**src/logic/cbx_defines.vh**
```
`ifndef CBX_DEFINES_VH
`define CBX_DEFINES_VH

// status flag positions inside status_flags_out
`define CBX_FLAG_C           3'd0
`define CBX_FLAG_Z           3'd1
`define CBX_FLAG_N           3'd2
`define CBX_FLAG_V           3'd3
`define CBX_FLAG_S           3'd4
`define CBX_FLAG_H           3'd5
`define CBX_FLAG_T           3'd6
`define CBX_FLAG_I           3'd7

// reset values and byte constants
`define CBX_RST_FLAGS        8'h00
`define CBX_RST_BYTE         8'h00
`define CBX_ZERO_BYTE        8'h00
`define CBX_ONE_HOT_BIT      8'h01

// operation codes on op_code_in
`define CBX_OP_BR_FLAG_CLR   5'h00
`define CBX_OP_BR_FLAG_SET   5'h01
`define CBX_OP_BR_ZERO       5'h02
`define CBX_OP_BR_NONZERO    5'h03
`define CBX_OP_BR_CARRY      5'h04
`define CBX_OP_BR_LOWER      5'h04
`define CBX_OP_BR_NO_CARRY   5'h05
`define CBX_OP_BR_SAME_HIGH  5'h05
`define CBX_OP_BR_NEGATIVE   5'h06
`define CBX_OP_BR_POSITIVE   5'h07
`define CBX_OP_BR_SIGNED_GE  5'h08
`define CBX_OP_BR_SIGNED_LT  5'h09
`define CBX_OP_BR_HC_SET     5'h0A
`define CBX_OP_BR_HC_CLR     5'h0B
`define CBX_OP_BR_T_SET      5'h0C
`define CBX_OP_BR_T_CLR      5'h0D
`define CBX_OP_BR_NO_OVF     5'h0E
`define CBX_OP_BR_IRQ_EN     5'h0F
`define CBX_OP_BR_IRQ_DIS    5'h10
`define CBX_OP_IO_SET        5'h11
`define CBX_OP_IO_CLR        5'h12
`define CBX_OP_SHL           5'h13
`define CBX_OP_SHR           5'h14
`define CBX_OP_ASR           5'h15
`define CBX_OP_ROL           5'h16
`define CBX_OP_ROR           5'h17
`define CBX_OP_BST           5'h18
`define CBX_OP_BLD           5'h19

`endif

```
**src/logic/cbx_exec.v**
```verilog
// Functional notes
// - flag-clear branch jumps to PC+k+1, 1/2 cycles
// - zero branches test Z set or clear
// - carry branches and aliases test C
// - negative and positive branches test N
// - signed branches test N xor V
// - half-carry branches test H, flags kept
// - transfer-flag branches test T, 1/2 cycles
// - no-overflow branch tests V clear
// - interrupt-state branches test I flag
// - io bit set/clear, 2 cycles, no flags
// - logical/arith shifts update Z C N V
// - rotates through carry update Z C N V
// - register bit copied into T only
// - T copied into one register bit
`timescale 1ns/100ps
`include "cbx_defines.vh"
module cbx_exec #(
   parameter PC_W   = 16,
   parameter DISP_W = 7,
   parameter IO_AW  = 5,
   parameter RF_AW  = 5
) (
   input  wire              clock_in,
   input  wire              sys_rst_in,
   input  wire              op_valid_in,
   input  wire [4:0]        op_code_in,
   input  wire [2:0]        op_flag_sel_in,
   input  wire [DISP_W-1:0] op_disp_in,
   input  wire [2:0]        op_bit_sel_in,
   input  wire [RF_AW-1:0]  op_reg_in,
   input  wire [IO_AW-1:0]  op_io_addr_in,
   output reg               op_ready_out,
   output reg  [PC_W-1:0]   pc_out,
   output reg               branch_taken_out,
   output reg  [7:0]        status_flags_out,
   input  wire              flags_wr_en_in,
   input  wire [7:0]        flags_wr_data_in,
   output reg  [IO_AW-1:0]  io_addr_out,
   output reg               io_rd_en_out,
   input  wire [7:0]        io_rdata_in,
   output reg  [7:0]        io_wdata_out,
   output reg               io_we_out,
   input  wire              rf_wr_en_in,
   input  wire [RF_AW-1:0]  rf_wr_addr_in,
   input  wire [7:0]        rf_wr_data_in,
   output reg  [7:0]        result_out,
   output reg               result_valid_out
);

   ////////////////////////////////////////////////////////////////////////
   // states and helpers

   localparam ST_RUN    = 2'b00;  // accepting operations
   localparam ST_BUBBLE = 2'b01;  // second cycle of a taken branch
   localparam ST_IO_RMW = 2'b10;  // io read phase of set/clear

   // branch condition of every branch opcode against a flag byte
   function br_take;
      input [4:0] op;
      input [2:0] sel;
      input [7:0] f;
      begin
         case (op)
            `CBX_OP_BR_FLAG_CLR:  br_take = ~f[sel];
            `CBX_OP_BR_FLAG_SET:  br_take = f[sel];
            `CBX_OP_BR_ZERO:      br_take = f[`CBX_FLAG_Z];
            `CBX_OP_BR_NONZERO:   br_take = ~f[`CBX_FLAG_Z];
            `CBX_OP_BR_CARRY:     br_take = f[`CBX_FLAG_C];
            `CBX_OP_BR_NO_CARRY:  br_take = ~f[`CBX_FLAG_C];
            `CBX_OP_BR_NEGATIVE:  br_take = f[`CBX_FLAG_N];
            `CBX_OP_BR_POSITIVE:  br_take = ~f[`CBX_FLAG_N];
            `CBX_OP_BR_SIGNED_GE: br_take = ~(f[`CBX_FLAG_N] ^ f[`CBX_FLAG_V]);
            `CBX_OP_BR_SIGNED_LT: br_take = f[`CBX_FLAG_N] ^ f[`CBX_FLAG_V];
            `CBX_OP_BR_HC_SET:    br_take = f[`CBX_FLAG_H];
            `CBX_OP_BR_HC_CLR:    br_take = ~f[`CBX_FLAG_H];
            `CBX_OP_BR_T_SET:     br_take = f[`CBX_FLAG_T];
            `CBX_OP_BR_T_CLR:     br_take = ~f[`CBX_FLAG_T];
            `CBX_OP_BR_NO_OVF:    br_take = ~f[`CBX_FLAG_V];
            `CBX_OP_BR_IRQ_EN:    br_take = f[`CBX_FLAG_I];
            `CBX_OP_BR_IRQ_DIS:   br_take = ~f[`CBX_FLAG_I];
            default:              br_take = 1'b0;
         endcase
      end
   endfunction

   // opcodes handled in the execute stage against the register array
   function is_reg_op;
      input [4:0] op;
      begin
         is_reg_op = (op >= `CBX_OP_SHL) && (op <= `CBX_OP_BLD);
      end
   endfunction

   ////////////////////////////////////////////////////////////////////////
   // state

   reg  [1:0]       state;        // issue state
   reg              ex_valid;     // execute stage holds a register op
   reg  [4:0]       ex_op;        // its opcode
   reg  [RF_AW-1:0] ex_reg;       // its register
   reg  [2:0]       ex_bit;       // its bit select
   reg              ex_fwd;       // operand comes from previous result
   reg  [7:0]       ex_fwd_data;  // forwarded operand
   reg              io_clr;       // pending io op clears instead of sets
   reg  [2:0]       io_bit;       // pending io bit
   wire [7:0]       rf_rdata;     // registered array read

   // execute stage results
   reg  [7:0]       operand;
   reg  [7:0]       ex_val;
   reg  [7:0]       ex_flags;
   reg              ex_c;
   reg              ex_shift;
   reg              ex_wr;
   reg              ex_fl_we;

   ////////////////////////////////////////////////////////////////////////
   // issue decode

   wire            accept  = op_valid_in & op_ready_out;
   wire            is_br   = op_code_in <= `CBX_OP_BR_IRQ_DIS;
   wire            is_io   = (op_code_in == `CBX_OP_IO_SET) |
                             (op_code_in == `CBX_OP_IO_CLR);
   // branches see flags that the execute stage writes this cycle
   wire [7:0]      flags_eff = ex_fl_we ? ex_flags : status_flags_out;
   wire            taken   = accept & is_br &
                             br_take(op_code_in, op_flag_sel_in, flags_eff);
   // displacement is a signed word offset
   wire [PC_W-1:0] disp_ext = {{(PC_W-DISP_W){op_disp_in[DISP_W-1]}}, op_disp_in};
   wire [PC_W-1:0] pc_inc   = pc_out + {{(PC_W-1){1'b0}}, 1'b1};
   wire [PC_W-1:0] pc_tgt   = pc_inc + disp_ext;
   wire [7:0]      io_mask  = `CBX_ONE_HOT_BIT << io_bit;

   ////////////////////////////////////////////////////////////////////////
   // execute stage: shifts, rotates and transfer-flag moves

   always @* begin
      operand  = ex_fwd ? ex_fwd_data : rf_rdata;
      ex_val   = operand;
      ex_flags = status_flags_out;
      ex_c     = status_flags_out[`CBX_FLAG_C];
      ex_shift = 1'b0;
      ex_wr    = 1'b0;
      ex_fl_we = 1'b0;
      if (ex_valid) begin
         case (ex_op)
            `CBX_OP_SHL: begin
               ex_val   = {operand[6:0], 1'b0};
               ex_c     = operand[7];
               ex_shift = 1'b1;
            end
            `CBX_OP_SHR: begin
               ex_val   = {1'b0, operand[7:1]};
               ex_c     = operand[0];
               ex_shift = 1'b1;
            end
            `CBX_OP_ASR: begin
               ex_val   = {operand[7], operand[7:1]};
               ex_c     = operand[0];
               ex_shift = 1'b1;
            end
            `CBX_OP_ROL: begin
               ex_val   = {operand[6:0], status_flags_out[`CBX_FLAG_C]};
               ex_c     = operand[7];
               ex_shift = 1'b1;
            end
            `CBX_OP_ROR: begin
               ex_val   = {status_flags_out[`CBX_FLAG_C], operand[7:1]};
               ex_c     = operand[0];
               ex_shift = 1'b1;
            end
            `CBX_OP_BST: begin
               ex_flags[`CBX_FLAG_T] = operand[ex_bit];
               ex_fl_we = 1'b1;
            end
            `CBX_OP_BLD: begin
               ex_val[ex_bit] = status_flags_out[`CBX_FLAG_T];
               ex_wr = 1'b1;
            end
            default: begin
               ex_wr = 1'b0;
            end
         endcase
      end
      // shift group writes the register and Z C N V; S is left alone
      if (ex_shift) begin
         ex_wr    = 1'b1;
         ex_fl_we = 1'b1;
         ex_flags[`CBX_FLAG_Z] = (ex_val == `CBX_ZERO_BYTE);
         ex_flags[`CBX_FLAG_N] = ex_val[7];
         ex_flags[`CBX_FLAG_C] = ex_c;
         ex_flags[`CBX_FLAG_V] = ex_val[7] ^ ex_c;
      end
   end

   ////////////////////////////////////////////////////////////////////////
   // register array; core write wins over the external load port

   cbx_regfile #(
      .DW (8),
      .AW (RF_AW)
   ) u_regfile (
      .clock_in    (clock_in),
      .sys_rst_in  (sys_rst_in),
      .wr_en_in    (ex_wr | rf_wr_en_in),
      .wr_addr_in  (ex_wr ? ex_reg : rf_wr_addr_in),
      .wr_data_in  (ex_wr ? ex_val : rf_wr_data_in),
      .rd_addr_in  (op_reg_in),
      .rd_data_out (rf_rdata)
   );

   ////////////////////////////////////////////////////////////////////////
   // issue, program counter and io read-modify-write

   always @(posedge clock_in or posedge sys_rst_in) begin
      if (sys_rst_in) begin
         state            <= ST_RUN;
         op_ready_out     <= 1'b1;
         pc_out           <= {PC_W{1'b0}};
         branch_taken_out <= 1'b0;
         io_addr_out      <= {IO_AW{1'b0}};
         io_rd_en_out     <= 1'b0;
         io_wdata_out     <= `CBX_RST_BYTE;
         io_we_out        <= 1'b0;
         io_clr           <= 1'b0;
         io_bit           <= 3'd0;
         ex_valid         <= 1'b0;
         ex_op            <= `CBX_OP_BR_FLAG_CLR;
         ex_reg           <= {RF_AW{1'b0}};
         ex_bit           <= 3'd0;
         ex_fwd           <= 1'b0;
         ex_fwd_data      <= `CBX_RST_BYTE;
      end else begin
         branch_taken_out <= taken;
         io_we_out        <= 1'b0;
         io_rd_en_out     <= 1'b0;
         // execute stage loads one register op per accepted cycle
         ex_valid    <= accept & is_reg_op(op_code_in);
         ex_op       <= op_code_in;
         ex_reg      <= op_reg_in;
         ex_bit      <= op_bit_sel_in;
         // back-to-back ops on one register take the fresh result
         ex_fwd      <= ex_wr & (ex_reg == op_reg_in);
         ex_fwd_data <= ex_val;
         case (state)
            ST_RUN: begin
               if (accept) begin
                  // taken branch: target and one extra cycle
                  pc_out <= taken ? pc_tgt : pc_inc;
                  if (taken) begin
                     state        <= ST_BUBBLE;
                     op_ready_out <= 1'b0;
                  end else if (is_io) begin
                     state        <= ST_IO_RMW;
                     op_ready_out <= 1'b0;
                     io_addr_out  <= op_io_addr_in;
                     io_rd_en_out <= 1'b1;
                     io_clr       <= (op_code_in == `CBX_OP_IO_CLR);
                     io_bit       <= op_bit_sel_in;
                  end
               end
            end
            ST_BUBBLE: begin
               state        <= ST_RUN;
               op_ready_out <= 1'b1;
            end
            ST_IO_RMW: begin
               // other bits of the io register written back as read
               io_wdata_out <= io_clr ? (io_rdata_in & ~io_mask)
                                      : (io_rdata_in | io_mask);
               io_we_out    <= 1'b1;
               state        <= ST_RUN;
               op_ready_out <= 1'b1;
            end
            default: begin
               state        <= ST_RUN;
               op_ready_out <= 1'b1;
            end
         endcase
      end
   end

   ////////////////////////////////////////////////////////////////////////
   // status flags and result report

   // an instruction's flag update wins over an external flag load
   always @(posedge clock_in or posedge sys_rst_in) begin
      if (sys_rst_in) begin
         status_flags_out <= `CBX_RST_FLAGS;
         result_out       <= `CBX_RST_BYTE;
         result_valid_out <= 1'b0;
      end else begin
         if (ex_fl_we) begin
            status_flags_out <= ex_flags;
         end else if (flags_wr_en_in) begin
            status_flags_out <= flags_wr_data_in;
         end
         result_valid_out <= ex_wr;
         if (ex_wr) begin
            result_out <= ex_val;
         end
      end
   end

endmodule

```
**src/logic/cbx_regfile.v**
```verilog
`timescale 1ns/100ps
// working register array, one write port, one registered read port
module cbx_regfile #(
   parameter DW = 8,
   parameter AW = 5
) (
   input  wire          clock_in,
   input  wire          sys_rst_in,
   input  wire          wr_en_in,
   input  wire [AW-1:0] wr_addr_in,
   input  wire [DW-1:0] wr_data_in,
   input  wire [AW-1:0] rd_addr_in,
   output reg  [DW-1:0] rd_data_out
);

   reg [DW-1:0] mem [0:(1<<AW)-1];   // storage, not reset

   // write port; array carries no reset to stay memory-like
   always @(posedge clock_in) begin
      if (wr_en_in) begin
         mem[wr_addr_in] <= wr_data_in;
      end
   end

   // read data registered; a same-cycle write shows old data
   always @(posedge clock_in or posedge sys_rst_in) begin
      if (sys_rst_in) begin
         rd_data_out <= {DW{1'b0}};
      end else begin
         rd_data_out <= mem[rd_addr_in];
      end
   end

endmodule
```
**config.mk**
```make
export PLATFORM = sky130hd
export DESIGN_NAME = cbx_exec
export DESIGN_NICKNAME = d
export VERILOG_FILES = /design/src/logic/cbx_exec.v /design/src/logic/cbx_regfile.v
export VERILOG_INCLUDE_DIRS = /design/src /design/src/logic
export SDC_FILE = /design/constraint.sdc
export NUM_CORES = 1
export LEC_CHECK = 0
export BUFFER_PORTS_ARGS = -buffer_cell sky130_fd_sc_hd__buf_4
export CAP_MARGIN = 10
export CORE_MARGIN = 1.5
export CORE_UTILIZATION = 55
export DETAILED_ROUTE_END_ITERATION = 16
export HOLD_SLACK_MARGIN = 0.06
export PLACE_DENSITY_LB_ADDON = 0.25
export SLEW_MARGIN = 40
export SYNTH_ARGS = -nofsm -noshare
export SYNTH_HDL_FRONTEND = slang
export SYNTH_SLANG_ARGS = --single-unit
```
**constraint.sdc**
```tcl
create_clock -name clock_in -period 3.17 [get_ports clock_in]
set_input_delay 0 -clock clock_in [delete_from_list [all_inputs] [get_ports clock_in]]
set_output_delay 0 -clock clock_in [all_outputs]
set_load 0.05 [all_outputs]
```
; After elaboration in Yosys (flattened, before gate mapping)
; Memories as Yosys holds them, arrays and structs flattened. A register that Yosys moved wholly into a read port is not among the register bits.
; Cells that the tools add are included.
[totals]
register_bits = 79
ramBits = 256
wordCells = 141
n_memories = 1
[classes]
n_addsub = 2
magnitude_cmp = 6
eq_ne = 29
shifts = 1
n_mux = 46
bitwise = 23
reduce_logical = 13
[memory_table]
columns = memory, depth, width, rd, rd_ports_with_merged_regs, wr, line_no
row1 = u_regfile.mem, 32, 8, 1, 1, 1, cbx_regfile.v:16  ; reg [DW-1:0] mem [0:(1<<AW)-1];
[ops]
columns = cell, count
row1 = $eq 5x5->1 const B, 10
row2 = $pmux 8 s6, 1
row3 = $eq 5x4->1 const B, 8
row4 = $mux 8, 4
row5 = $mux 1, 25
row6 = $mux 7, 3
row7 = $eq 5x3->1 const B, 4
row8 = $pmux 1 s17, 1
row9 = $add 16x1->16 const B, 1
row10 = $add 16x16->16, 1
row11 = $mux 16, 1
row12 = $not 1->1, 11
row13 = $eq 5x2->1 const B, 2
row14 = $le 5x5->1 const B, 2
row15 = $and 8x8->8, 1
row16 = $bwmux 8, 1
row17 = $logic_not 8->1, 1
row18 = $lt 3x4->1 const B, 2
row19 = $mux 2, 4
row20 = $not 8->8, 1
row21 = $or 8x8->8, 1
row22 = $shl 1x3->8 const A, 1
row23 = $bmux 1 s3, 2
row24 = $reduce_and 2->1, 3
row25 = other kinds (22), 29

; Logic depth before layout (Yosys ltp)
; Gate-level depths: netlist (run 1).
[depth]
word_depth = 18
mapped_depth = 15
depth_no_buf = 15

; Cells and area by module
; From an unflattened synthesis (run 1), not the netlist that was laid out.
[unflattened]
hier_cells = 1051
area_unflattened_um2 = 15746.4
[by_module_without_submodules]
columns = mod, n_inst, cells_per_inst, area_each_um2
row1 = cbx_regfile, 1, 418, 10097.2
row2 = cbx_exec, 1, 633, 5649.2

; Worst setup path before layout (run 1)
; Ideal clock, no wire load.
[synth_timing]
path_type = register to register
start = reg pc_out[3]
end = reg pc_out[15]
setup_ps = 133
t_arrival_ps = 3479
required_ps = 3037
slack_ps = -442
path_stages_with_launch = 16
period_less_slack_ps = 3612
cell_sequence = dfrtp_1 clkbuf_1 nand4_1 nor2_1 and3_1 nand3_1 nor2_1 xor2_1 ha_1 and2_1 a22o_1 a31oi_1 mux2i_1 or2_2 a31oi_1 nand4_1
[synth_via]
elab_chain_cells = 3
[synth_lines]
columns = element, line_no
row1 = "start, declared", cbx_exec.v:34  ; output reg [PC_W-1:0] pc_out,
row2 = "start signal, assigned", cbx_exec.v:220  ; pc_out <= {PC_W{1'b0}};
row3 = "start signal, assigned", cbx_exec.v:250  ; pc_out <= taken ? pc_tgt : pc_inc;
row4 = $add 16x1->16 *, cbx_exec.v:131  ; wire [PC_W-1:0] pc_inc = pc_out + {{(PC_W-1){1'b0}}, 1'b1};
row5 = $add 16x16->16, cbx_exec.v:132  ; wire [PC_W-1:0] pc_tgt = pc_inc + disp_ext;
row6 = $mux 16 *, cbx_exec.v:250
; Mark *: on every way between the ends. The rest lies on a longest branch, timed or not.
; A chain may end at the register's enable or synchronous reset.

; Worst setup path in the final report (run 1)
[layout_timing]
start = reg pc_out[0]
end = reg pc_out[15]
; The elaborated chain is that of the path after synthesis.

==> results of run 1 <==
## final timing paths
path / from / end / slack, ns / depth (start not counted)
hold reg to reg: io_addr_out[0] / io_addr_out[0] / 0.48 / 2
setup reg to reg: pc_out[0] / pc_out[15] / -0.05 / 14
min in group asynchronous: sys_rst_in / status_flags_out[7] / 0.64 / 4
setup / recovery: pc_out[0] / pc_out[15] / -0.05 / 14
max in group asynchronous: sys_rst_in / ex_op[0] / 1.71 / 5
hold / removal: op_disp_in[5] / pc_out[5] / 0.09 / 5
## layout make-up
class / count / share of cell area [%]
Inverter: 23 / 0.457
Sequential cell: 343 / 50.8
Clock inverter: 15 / 0.592
Multi-Input combinational cell: 643 / 29.5
Clock buffer: 47 / 5.06
Timing Repair Buffer: 266 / 11.2
Tap cell: 378 / 2.43
Antenna cell: 2 / 0.0257
## worst max-delay path: cells and delay by family, from the launching register on
family / cells / cell delay (ns)
XOR/XNOR: 1 / 0.25
AND/OR/NAND/NOR: 7 / 1.13
AO/OA/AOI/OAI: 4 / 0.62
multiplexers: 1 / 0.35
adder cells (fa/ha/maj): 1 / 0.31
flip-flops: 1 / 0.43
## stage by stage
step                      hold slack (ns)  util, %
after global placement             0.0305     63.1
after detailed placement           0.0230     63.1
final                              0.0889     69.4
after CTS                          0.0751     69.1
after floorplan                    0.0314        -
after global routing                0.101     69.4
## cell families (layout without fill, tap and decap cells)
logic type      after synthesis  after routing
compound gates              155            155
xor+xnor                     36             36
fa+ha+maj                    17             17
buf+inv                      74            351
flops                       343            343
mux                         137            137
other cells                   0              2
simple gates                296            298
## layer usage
layer  up-vias  global-route usage, %
met5         -                      0
met4         0                   8.13
met3        70                   4.17
met2       381                   41.6
met1      5054                   34.5
li1       4647                      -
## Yosys cell counts, types with 21 or more instances
master    instances  share of area [%]
nand3_1          29               0.92
xnor2_1          23                1.3
o21ai_0          25               0.79
mux4_2           83                 12
inv_1            21               0.50
clkbuf_1         31               0.74
edfxtp_1        256                 49
dfrtp_1          86                 14
nand2_1          98                2.3
a21oi_1          24               0.76
nor2_1           74                1.8
mux2i_1          36                2.3
## power by group
group          switching, mW  leakage, nW  internal, mW
clock network           1.66        0.529          2.27
logic                   1.97         3.34          1.34
registers              0.289         3.36          5.14
total                   3.92         7.22          8.76
## what timing repair did
| action | 4_1_cts | 5_1_grt |
|---|---|---|
| hold buffers | 44 | 0 |
| setup endpoints to repair | 27 | 119 |
| gates cloned | 2 | 0 |
| buffers inserted | 7 | 4 |
| gates resized for setup | 10 | 14 |
| pin swaps | 6 | 8 |
| endpoints found under the hold margin | 138 | 0 |
==> results.txt, run 1 <==
----------------------------------------------------
[Logic synthesis]
  Number of flops mapped to enable cells by yosys ... 256
  Asr flop ratio synth ... roughly a quarter
  Ys Warns ... 0
  Yosys reg bits ... roughly 340
  Post-Synth Adder-Cell Area ... approximately 1.4%
  Compound-gate portion of the synthesized area ... around 7.1%
  Net Count, Synth ... approximately 1,100
  Most used flip-flop cell after synthesis ... edfxtp_1
  Parity-gate share of the synthesized area counting xor and xnor cells ... approximately 2.0%
  Number of distinct standard cells referenced by the synthesized netlist ... between 80 and 90
  Sequential element share of the synthesized area ... between 60% and 70%
  Cells after Synth ... roughly 1,100
  Syn avg cell area ... roughly 15 µm²
  Synthesized cell area ... 0.0158 mm²
  Post-synthesis mux area share ... between 15 and 20%
  Share of synthesized cell area in and, or, nand and nor gates ... under 10%
  Dominant combinational cell family by area after synthesis ... multiplexers

[Setup path]
  Critical Path Max Stage Delay ... 0.43 ns
  Signal arrival time at the worst endpoint ... approximately 3.6 ns
  Critical Path Source Type ... register
  Worst-path cell with the longest stage delay ... dfrtp_2
  Maximum fanout encountered on the critical timing path ... 5
  Setup crit end kind ... register
  Crit Path Class ... reg -> reg
  Data required, critical path ... 3.55 ns
  Most numerous cell on the critical path ... a31oi_1
  Cell Chain, Critical Path ... nand3_1, nor2_2, and3_4, nand3_2, nor2_1, xor2_1, ha_1, and2_1, a22o_1, a31oi_1, mux2i_1, a211oi_1, a31oi_1, nand4_1

[Clock network]
  Clock-pin slew on the worst setup and hold paths ... ~0.06 ns
  Clock root cell ... clkbuf_16
  Clk buf depth ... 3
  H-tree depth ... 2
  Clock insertion delay at the later pin of the skew report ... approximately 0.52 ns
  TritonCTS Buffers ... 36
  Clk sink count ... about 340
  Clock tree from TritonCTS ... yes

[Floorplan]
  Width of the chip ... around 170 µm
  Core area ... about 0.028 mm²
  Die H ... about 170 µm
  I/O pin count ... 112
  Full die area ... 0.0297 mm²
  Site row count ... around 60
  Starting Density ... a little under three fifths

[Finish]
  Net count, final ... 1,392
  Footprint of the multi-input gates ... ~0.0057 mm²
  Fillers ... around 1,900
  Sequential cell area in the final layout ... 0.00988 mm²
  Largest registers ... u_regfile.mem (256), pc_out (16)
  Register with the most flip-flops ... u_regfile.mem
  Commonest non-fill, non-tap cell in the layout ... edfxtp_1
  Synth-to-layout area growth ... 23.4%
  Fraction of layout instances using a drive strength above 1 ... 31.9%
  Number of flip-flops in the largest register ... about 260
  Post-route cell area ... 0.0195 mm²
  Final Non-Filler Cells ... roughly 1,700
  Most used cells in the layout excluding fill and tap cells ... edfxtp_1 (256), buf_4 (214), nand2_1 (98)

[Power and ir drop]
  Leakage ... 7.22 nW
  Overall power of the completed layout ... around 13 mW
  Worst vdd rail ir drop ... roughly 0.5 mV
  PD cells ... approximately 650 mW/mm²

[Routing]
  DRC violation count after routing ... 0
  Average routed wire per standard cell ... between 20 and 25 µm
  Pre-antenna DRT Iters ... 8
  DRT met1 WL ... between 15 and 20 mm
  Total met3 wirelength after detailed routing ... ~2.4 mm
  Met2 layer wire length in the routed design ... around 18 mm
  Routed wire length ... around 36 mm
  Iteration-0 DRC Markers ... just under 900
  Vias per inst ... about 5.9
  Total vias in the final route ... slightly above 10,000
  Residual antenna-violating net count after detailed routing ... 0
  Highest Signal Layer ... met4

[Place]
  Count of port buffers added during placement ... around 110
  HPWL after detailed placement ... ~24 mm
  Post-Place Worst Slack ... -0.119 ns
  Routability-driven placement congestion ratio ... around 0.9
  Placed Cells incl. Taps ... between 1,500 and 2,000
  Placed instance area ... ~0.018 mm²

[STA]
  Final worst setup slack ... -0.0458 ns
  Max transition margin ... 54.9%
  Final Cycle Share ... 101%
  Unrepaired setup endpoints after global routing ... true
  Endpoints failing setup ... 1
  Final hold violation count ... 0
  Worst clock skew on the final layout ... 0.0183 ns
  Achievable clock frequency ... slightly above 300 MHz
  Max-slew violation count ... 0
  Transition time at the pin with the least slew margin ... slightly below 0.7 ns
  Total negative setup slack ... -0.0458 ns
  Clock period minus worst slack ... 3.22 ns

[Run status]
  Status ... finished with violations
  Violated checks ... setup timing

[Worst hold path]
  Hold Crit Class ... in -> reg

[Global route]
  GRT Overall Usage ... about a quarter
  Total overflow reported by the global router ... 0
  Initial antenna violation count ... 2
  Vias in the first global route ... approximately 10,000
  Largest net degree at the start of global routing ... 36
  Global-route wire length before repair ... around 56 mm

[Flow run]
  Number of max-cap violations ... 0

----------------------------------------------------
Power figures use the tool's default switching activity.
==> run 2: changes to the inputs <==
- CELL_PAD_IN_SITES_DETAIL_PLACEMENT: unset -> 1
- CELL_PAD_IN_SITES_GLOBAL_PLACEMENT: unset -> 1
- CORE_UTILIZATION: 55 -> 46
- REMOVE_ABC_BUFFERS: unset -> 1
- SYNTH_HIERARCHICAL: unset -> 1
==> run 2 against run 1 <==
Against the previous run: the flow still finishes with violations (setup timing); clock-buffer cell count grew 5; critical path depth shrank 2; non-clock buffer count grew 32; synthesized cell count shrank 0.66%; first-iteration DRC count shrank 36%; maximum frequency shrank 3.1%; synthesized area is essentially flat; global-route usage shrank 1.5 points; total power grew 11%; design area grew 4.1%; register-to-register slack lost 0.10 ns.
==> results.txt, run 2 <==
----------------------------------------------------
[Floorplan]
  Core area ... 0.0336 mm² (+20%)
  Width of the chip ... 188 µm (+9.1%)
  Site row count ... 67 (+9.8%)
  I/O pin count ... 112 (unchanged)
  Die H ... 188 µm (+9.1%)
  Starting Density ... 46.8% (-9.4 points)
  Full die area ... 0.0353 mm² (+19%)

[Clock network]
  H-tree depth ... 2 (unchanged)
  Clk buf depth ... 3 (unchanged)
  Clock tree from TritonCTS ... yes
  Clock insertion delay at the later pin of the skew report ... 0.56 ns (+0.04 ns)
  Clock root cell ... clkbuf_16
  Clk sink count ... 343 (unchanged)
  Clock-pin slew on the worst setup and hold paths ... 0.06 ns (about the same)
  TritonCTS Buffers ... 39 (+8.3%)

[STA]
  Unrepaired setup endpoints after global routing ... true
  Max transition margin ... 50.0% (-4.9 points)
  Worst clock skew on the final layout ... 0.0264 ns (+0.00811 ns)
  Final worst setup slack ... -0.149 ns (-0.103 ns)
  Transition time at the pin with the least slew margin ... 0.749 ns (+0.0726 ns)
  Endpoints failing setup ... 15 (+14)
  Achievable clock frequency ... 301 MHz (-3.1%)
  Final hold violation count ... 0 (unchanged)
  Max-slew violation count ... 0 (unchanged)
  Worst slack on hold paths ... 0.0847 ns (-0.00414 ns)
  Final Cycle Share ... 105% (+3.3 points)
  Clock period minus worst slack ... 3.32 ns (+0.103 ns)
  Total negative setup slack ... -0.910 ns (-0.865 ns)

[Logic synthesis]
  Asr flop ratio synth ... 25.4% (unchanged)
  Parity-gate share of the synthesized area counting xor and xnor cells ... 1.89% (-0.11 points)
  Share of synthesized cell area in and, or, nand and nor gates ... 9.23% (+0.096 points)
  Most used flip-flop cell after synthesis ... edfxtp_1
  Dominant combinational cell family by area after synthesis ... multiplexers
  Cells after Synth ... 1,051 (-0.66%)
  Largest area contributor in the synthesized netlist ... edfxtp_1
  Synthesized cell area ... 0.0157 mm² (about the same)
  Most frequent cells after synthesis ... edfxtp_1 (256), nand2_1 (94), dfrtp_1 (86), mux4_2 (81), nor2_1 (56)
  Post-synthesis mux area share ... 15.3% (-0.36 points)
  Synth top area share ... 48.8% (about the same)
  Post-Synth Adder-Cell Area ... 1.40% (about the same)
  Compound-gate portion of the synthesized area ... 7.07% (about the same)
  Number of flops mapped to enable cells by yosys ... 256 (unchanged)
  Biggest area contributors in the synthesized netlist ... edfxtp_1 (49%), dfrtp_1 (14%), mux4_2 (12%)
  Dominant cell by count in the synthesized netlist ... edfxtp_1
  Yosys reg bits ... 343 (unchanged)
  Ys Warns ... 6 (+6)
  Number of distinct standard cells referenced by the synthesized netlist ... 80 (-7.0%)
  Sequential element share of the synthesized area ... 62.7% (about the same)
  Syn avg cell area ... 15.0 µm² (+0.57%)

[Finish]
  Register with the most flip-flops ... u_regfile/mem
  Most used cells in the layout excluding fill and tap cells ... edfxtp_1 (256), buf_4 (239), nand2_1 (92)
  Fraction of layout instances using a drive strength above 1 ... 39.1% (+7.2 points)
  Final Non-Filler Cells ... 1,816 (+5.8%)
  Number of diodes ... 0 (-2)
  Net count, final ... 1,416 (+1.7%)
  Number of flip-flops in the largest register ... 256 (unchanged)
  Commonest non-fill, non-tap cell in the layout ... edfxtp_1
  Synth-to-layout area growth ... 28.6%
  Largest registers ... u_regfile/mem (256), pc_out (16)

[Routing]
  Vias per inst ... 5.70 (-3.6%)
  Pre-antenna DRT Iters ... 5 (-3)
  Total vias in the final route ... 10,400 (+2.0%)
  Average routed wire per standard cell ... 22.8 µm (+7.6%)
  Routed wire length ... 41.4 mm (+14%)
  Iteration-0 DRC Markers ... 572 (-36%)
  DRC violation count after routing ... 0 (unchanged)
  Residual antenna-violating net count after detailed routing ... 0 (unchanged)

[Power and ir drop]
  PD cells ... 697 mW/mm² (+7.0%)
  Part of the total power dissipated in sequential elements ... 38.7% (-4.1 points)
  Net switching power of the design ... 4.61 mW (+18%)
  Worst vdd rail ir drop ... 0.596 mV (+18%)
  Internal Power ... 9.52 mW (+8.7%)
  Switching fraction of total power ... 32.6% (+1.7 points)
  Fraction of power consumed by combinational cells ... 30.6% (+4.5 points)
  Share of power burned in the clock network ... 30.7% (-0.3 points)
  Leakage ... 7.56 nW (+4.7%)

[Setup path]
  Crit Path Class ... reg -> reg
  Critical Path Source Type ... register
  Data required, critical path ... 3.59 ns (+0.04 ns)
  Setup crit end kind ... register
  Maximum fanout encountered on the critical timing path ... 6 (+1)
  Signal arrival time at the worst endpoint ... 3.74 ns (+0.14 ns)

[Place]
  Routability-driven placement congestion ratio ... 0.896 (about the same)
  Post-Place Worst Slack ... -0.596 ns (-0.477 ns)
  Count of port buffers added during placement ... 111 (unchanged)
  Placed Cells incl. Taps ... 1,684 (+5.5%)
  HPWL after detailed placement ... 27.3 mm (+15%)

[Run status]
  Violated checks ... setup timing
  Status ... finished with violations

[Global route]
  Total overflow reported by the global router ... 0 (unchanged)
  Initial antenna violation count ... 0 (-2)
  Largest net degree at the start of global routing ... 67 (+86%)
  Global-route wire length before repair ... 64.7 mm (+15%)
  GRT Overall Usage ... 23.7% (-1.5 points)
  Vias in the first global route ... 11,200 (+11%)

[Flow run]
  Number of max-cap violations ... 0 (unchanged)

[Worst hold path]
  Hold Crit Class ... in -> reg

----------------------------------------------------
[run 2: power by group through the flow]
| stage | Combinational [mW] | Sequential [mW] | Clock (mW) |
|---|---|---|---|
| detailed placement | 3.77 | 5.53 | 0 |
| global route | 4.62 | 5.50 | 4.59 |
| floorplan | 1.48 | 6.30 | 0 |
| CTS | 4.11 | 5.45 | 4.42 |
| finish | 4.33 | 5.46 | 4.34 |
| global placement | 3.67 | 5.50 | 0 |
[run 2: area by class of cell]
| class | count | area (µm²) |
|---|---|---|
| tap | 448 | 561 |
| clock inverter | 20 | 188 |
| timing repair buffer | 298 | 2440 |
| multi-input combinational | 629 | 6030 |
| clock buffer | 52 | 1040 |
| inverter | 26 | 111 |
| fill | 3168 | 13400 |
| sequential | 343 | 9870 |
[run 2: through the flow]
stage               utilization, %  cell area [µm²]  total power, mW
detailed placement            53.2            17900             9.30
floorplan                        -            15500             7.79
global route                  60.2            20200             14.7
CTS                           59.2            19900             14.0
global placement              53.2            17900             9.18
finish                        60.2            20200             14.1
[run 2: final timing paths]
check | startpoint | end | slack, ns | cells after the start
worst max register to register | ex_fwd | pc_out[13] | -0.15 | 12
max in group asynchronous | sys_rst_in | pc_out[8] | 2.19 | 4
worst min-delay path | flags_wr_en_in | status_flags_out[0] | 0.08 | 4
worst max-delay path | ex_fwd | pc_out[13] | -0.15 | 12
worst min register to register | io_addr_out[0] | io_addr_out[0] | 0.49 | 2
min in group asynchronous | sys_rst_in | result_out[4] | 0.14 | 3
[run 2: cell families (layout without fill, tap and decap cells)]
group                      count (synthesis)  count (layout)
adders and majority gates                 17              17
AOI/OAI and AO/OA                        154             155
buffers and inverters                     80             396
muxes                                    135             135
and+or+nand+nor                          288             288
xor gates and xnor gates                  34              34
DFF                                      343             343
[run 2: metal layers]
layer | GRT usage [%] | routed length (µm) | vias to the layer above
li1 | - | - | 4660
met5 | 0 | 0 | -
met1 | 31.9 | 18000 | 5363
met2 | 39.6 | 20500 | 257
met3 | 4.06 | 1870 | 71
met4 | 7.29 | 1020 | 0
[run 2: critical path, cell delays in order, from the launching register on]
cell and delay [ns]:
dfrtp_1 0.40, buf_12 0.15, mux2_4 0.34, mux4_2 0.48, mux2_4 0.32, o31ai_4 0.25
a21oi_2 0.11, a211oi_2 0.22, o21ai_4 0.09, buf_4 0.17, a31o_2 0.24, and3_1 0.18
a221o_1 0.25
[run 2: timing repair]
item,CTS,global route
hold endpoints to repair,99,0
endpoints found under the setup margin,16,63
hold buffers,42,0
gates resized for setup,60,63
setup buffers,12,7
pin swaps,25,26
cloned,1,0
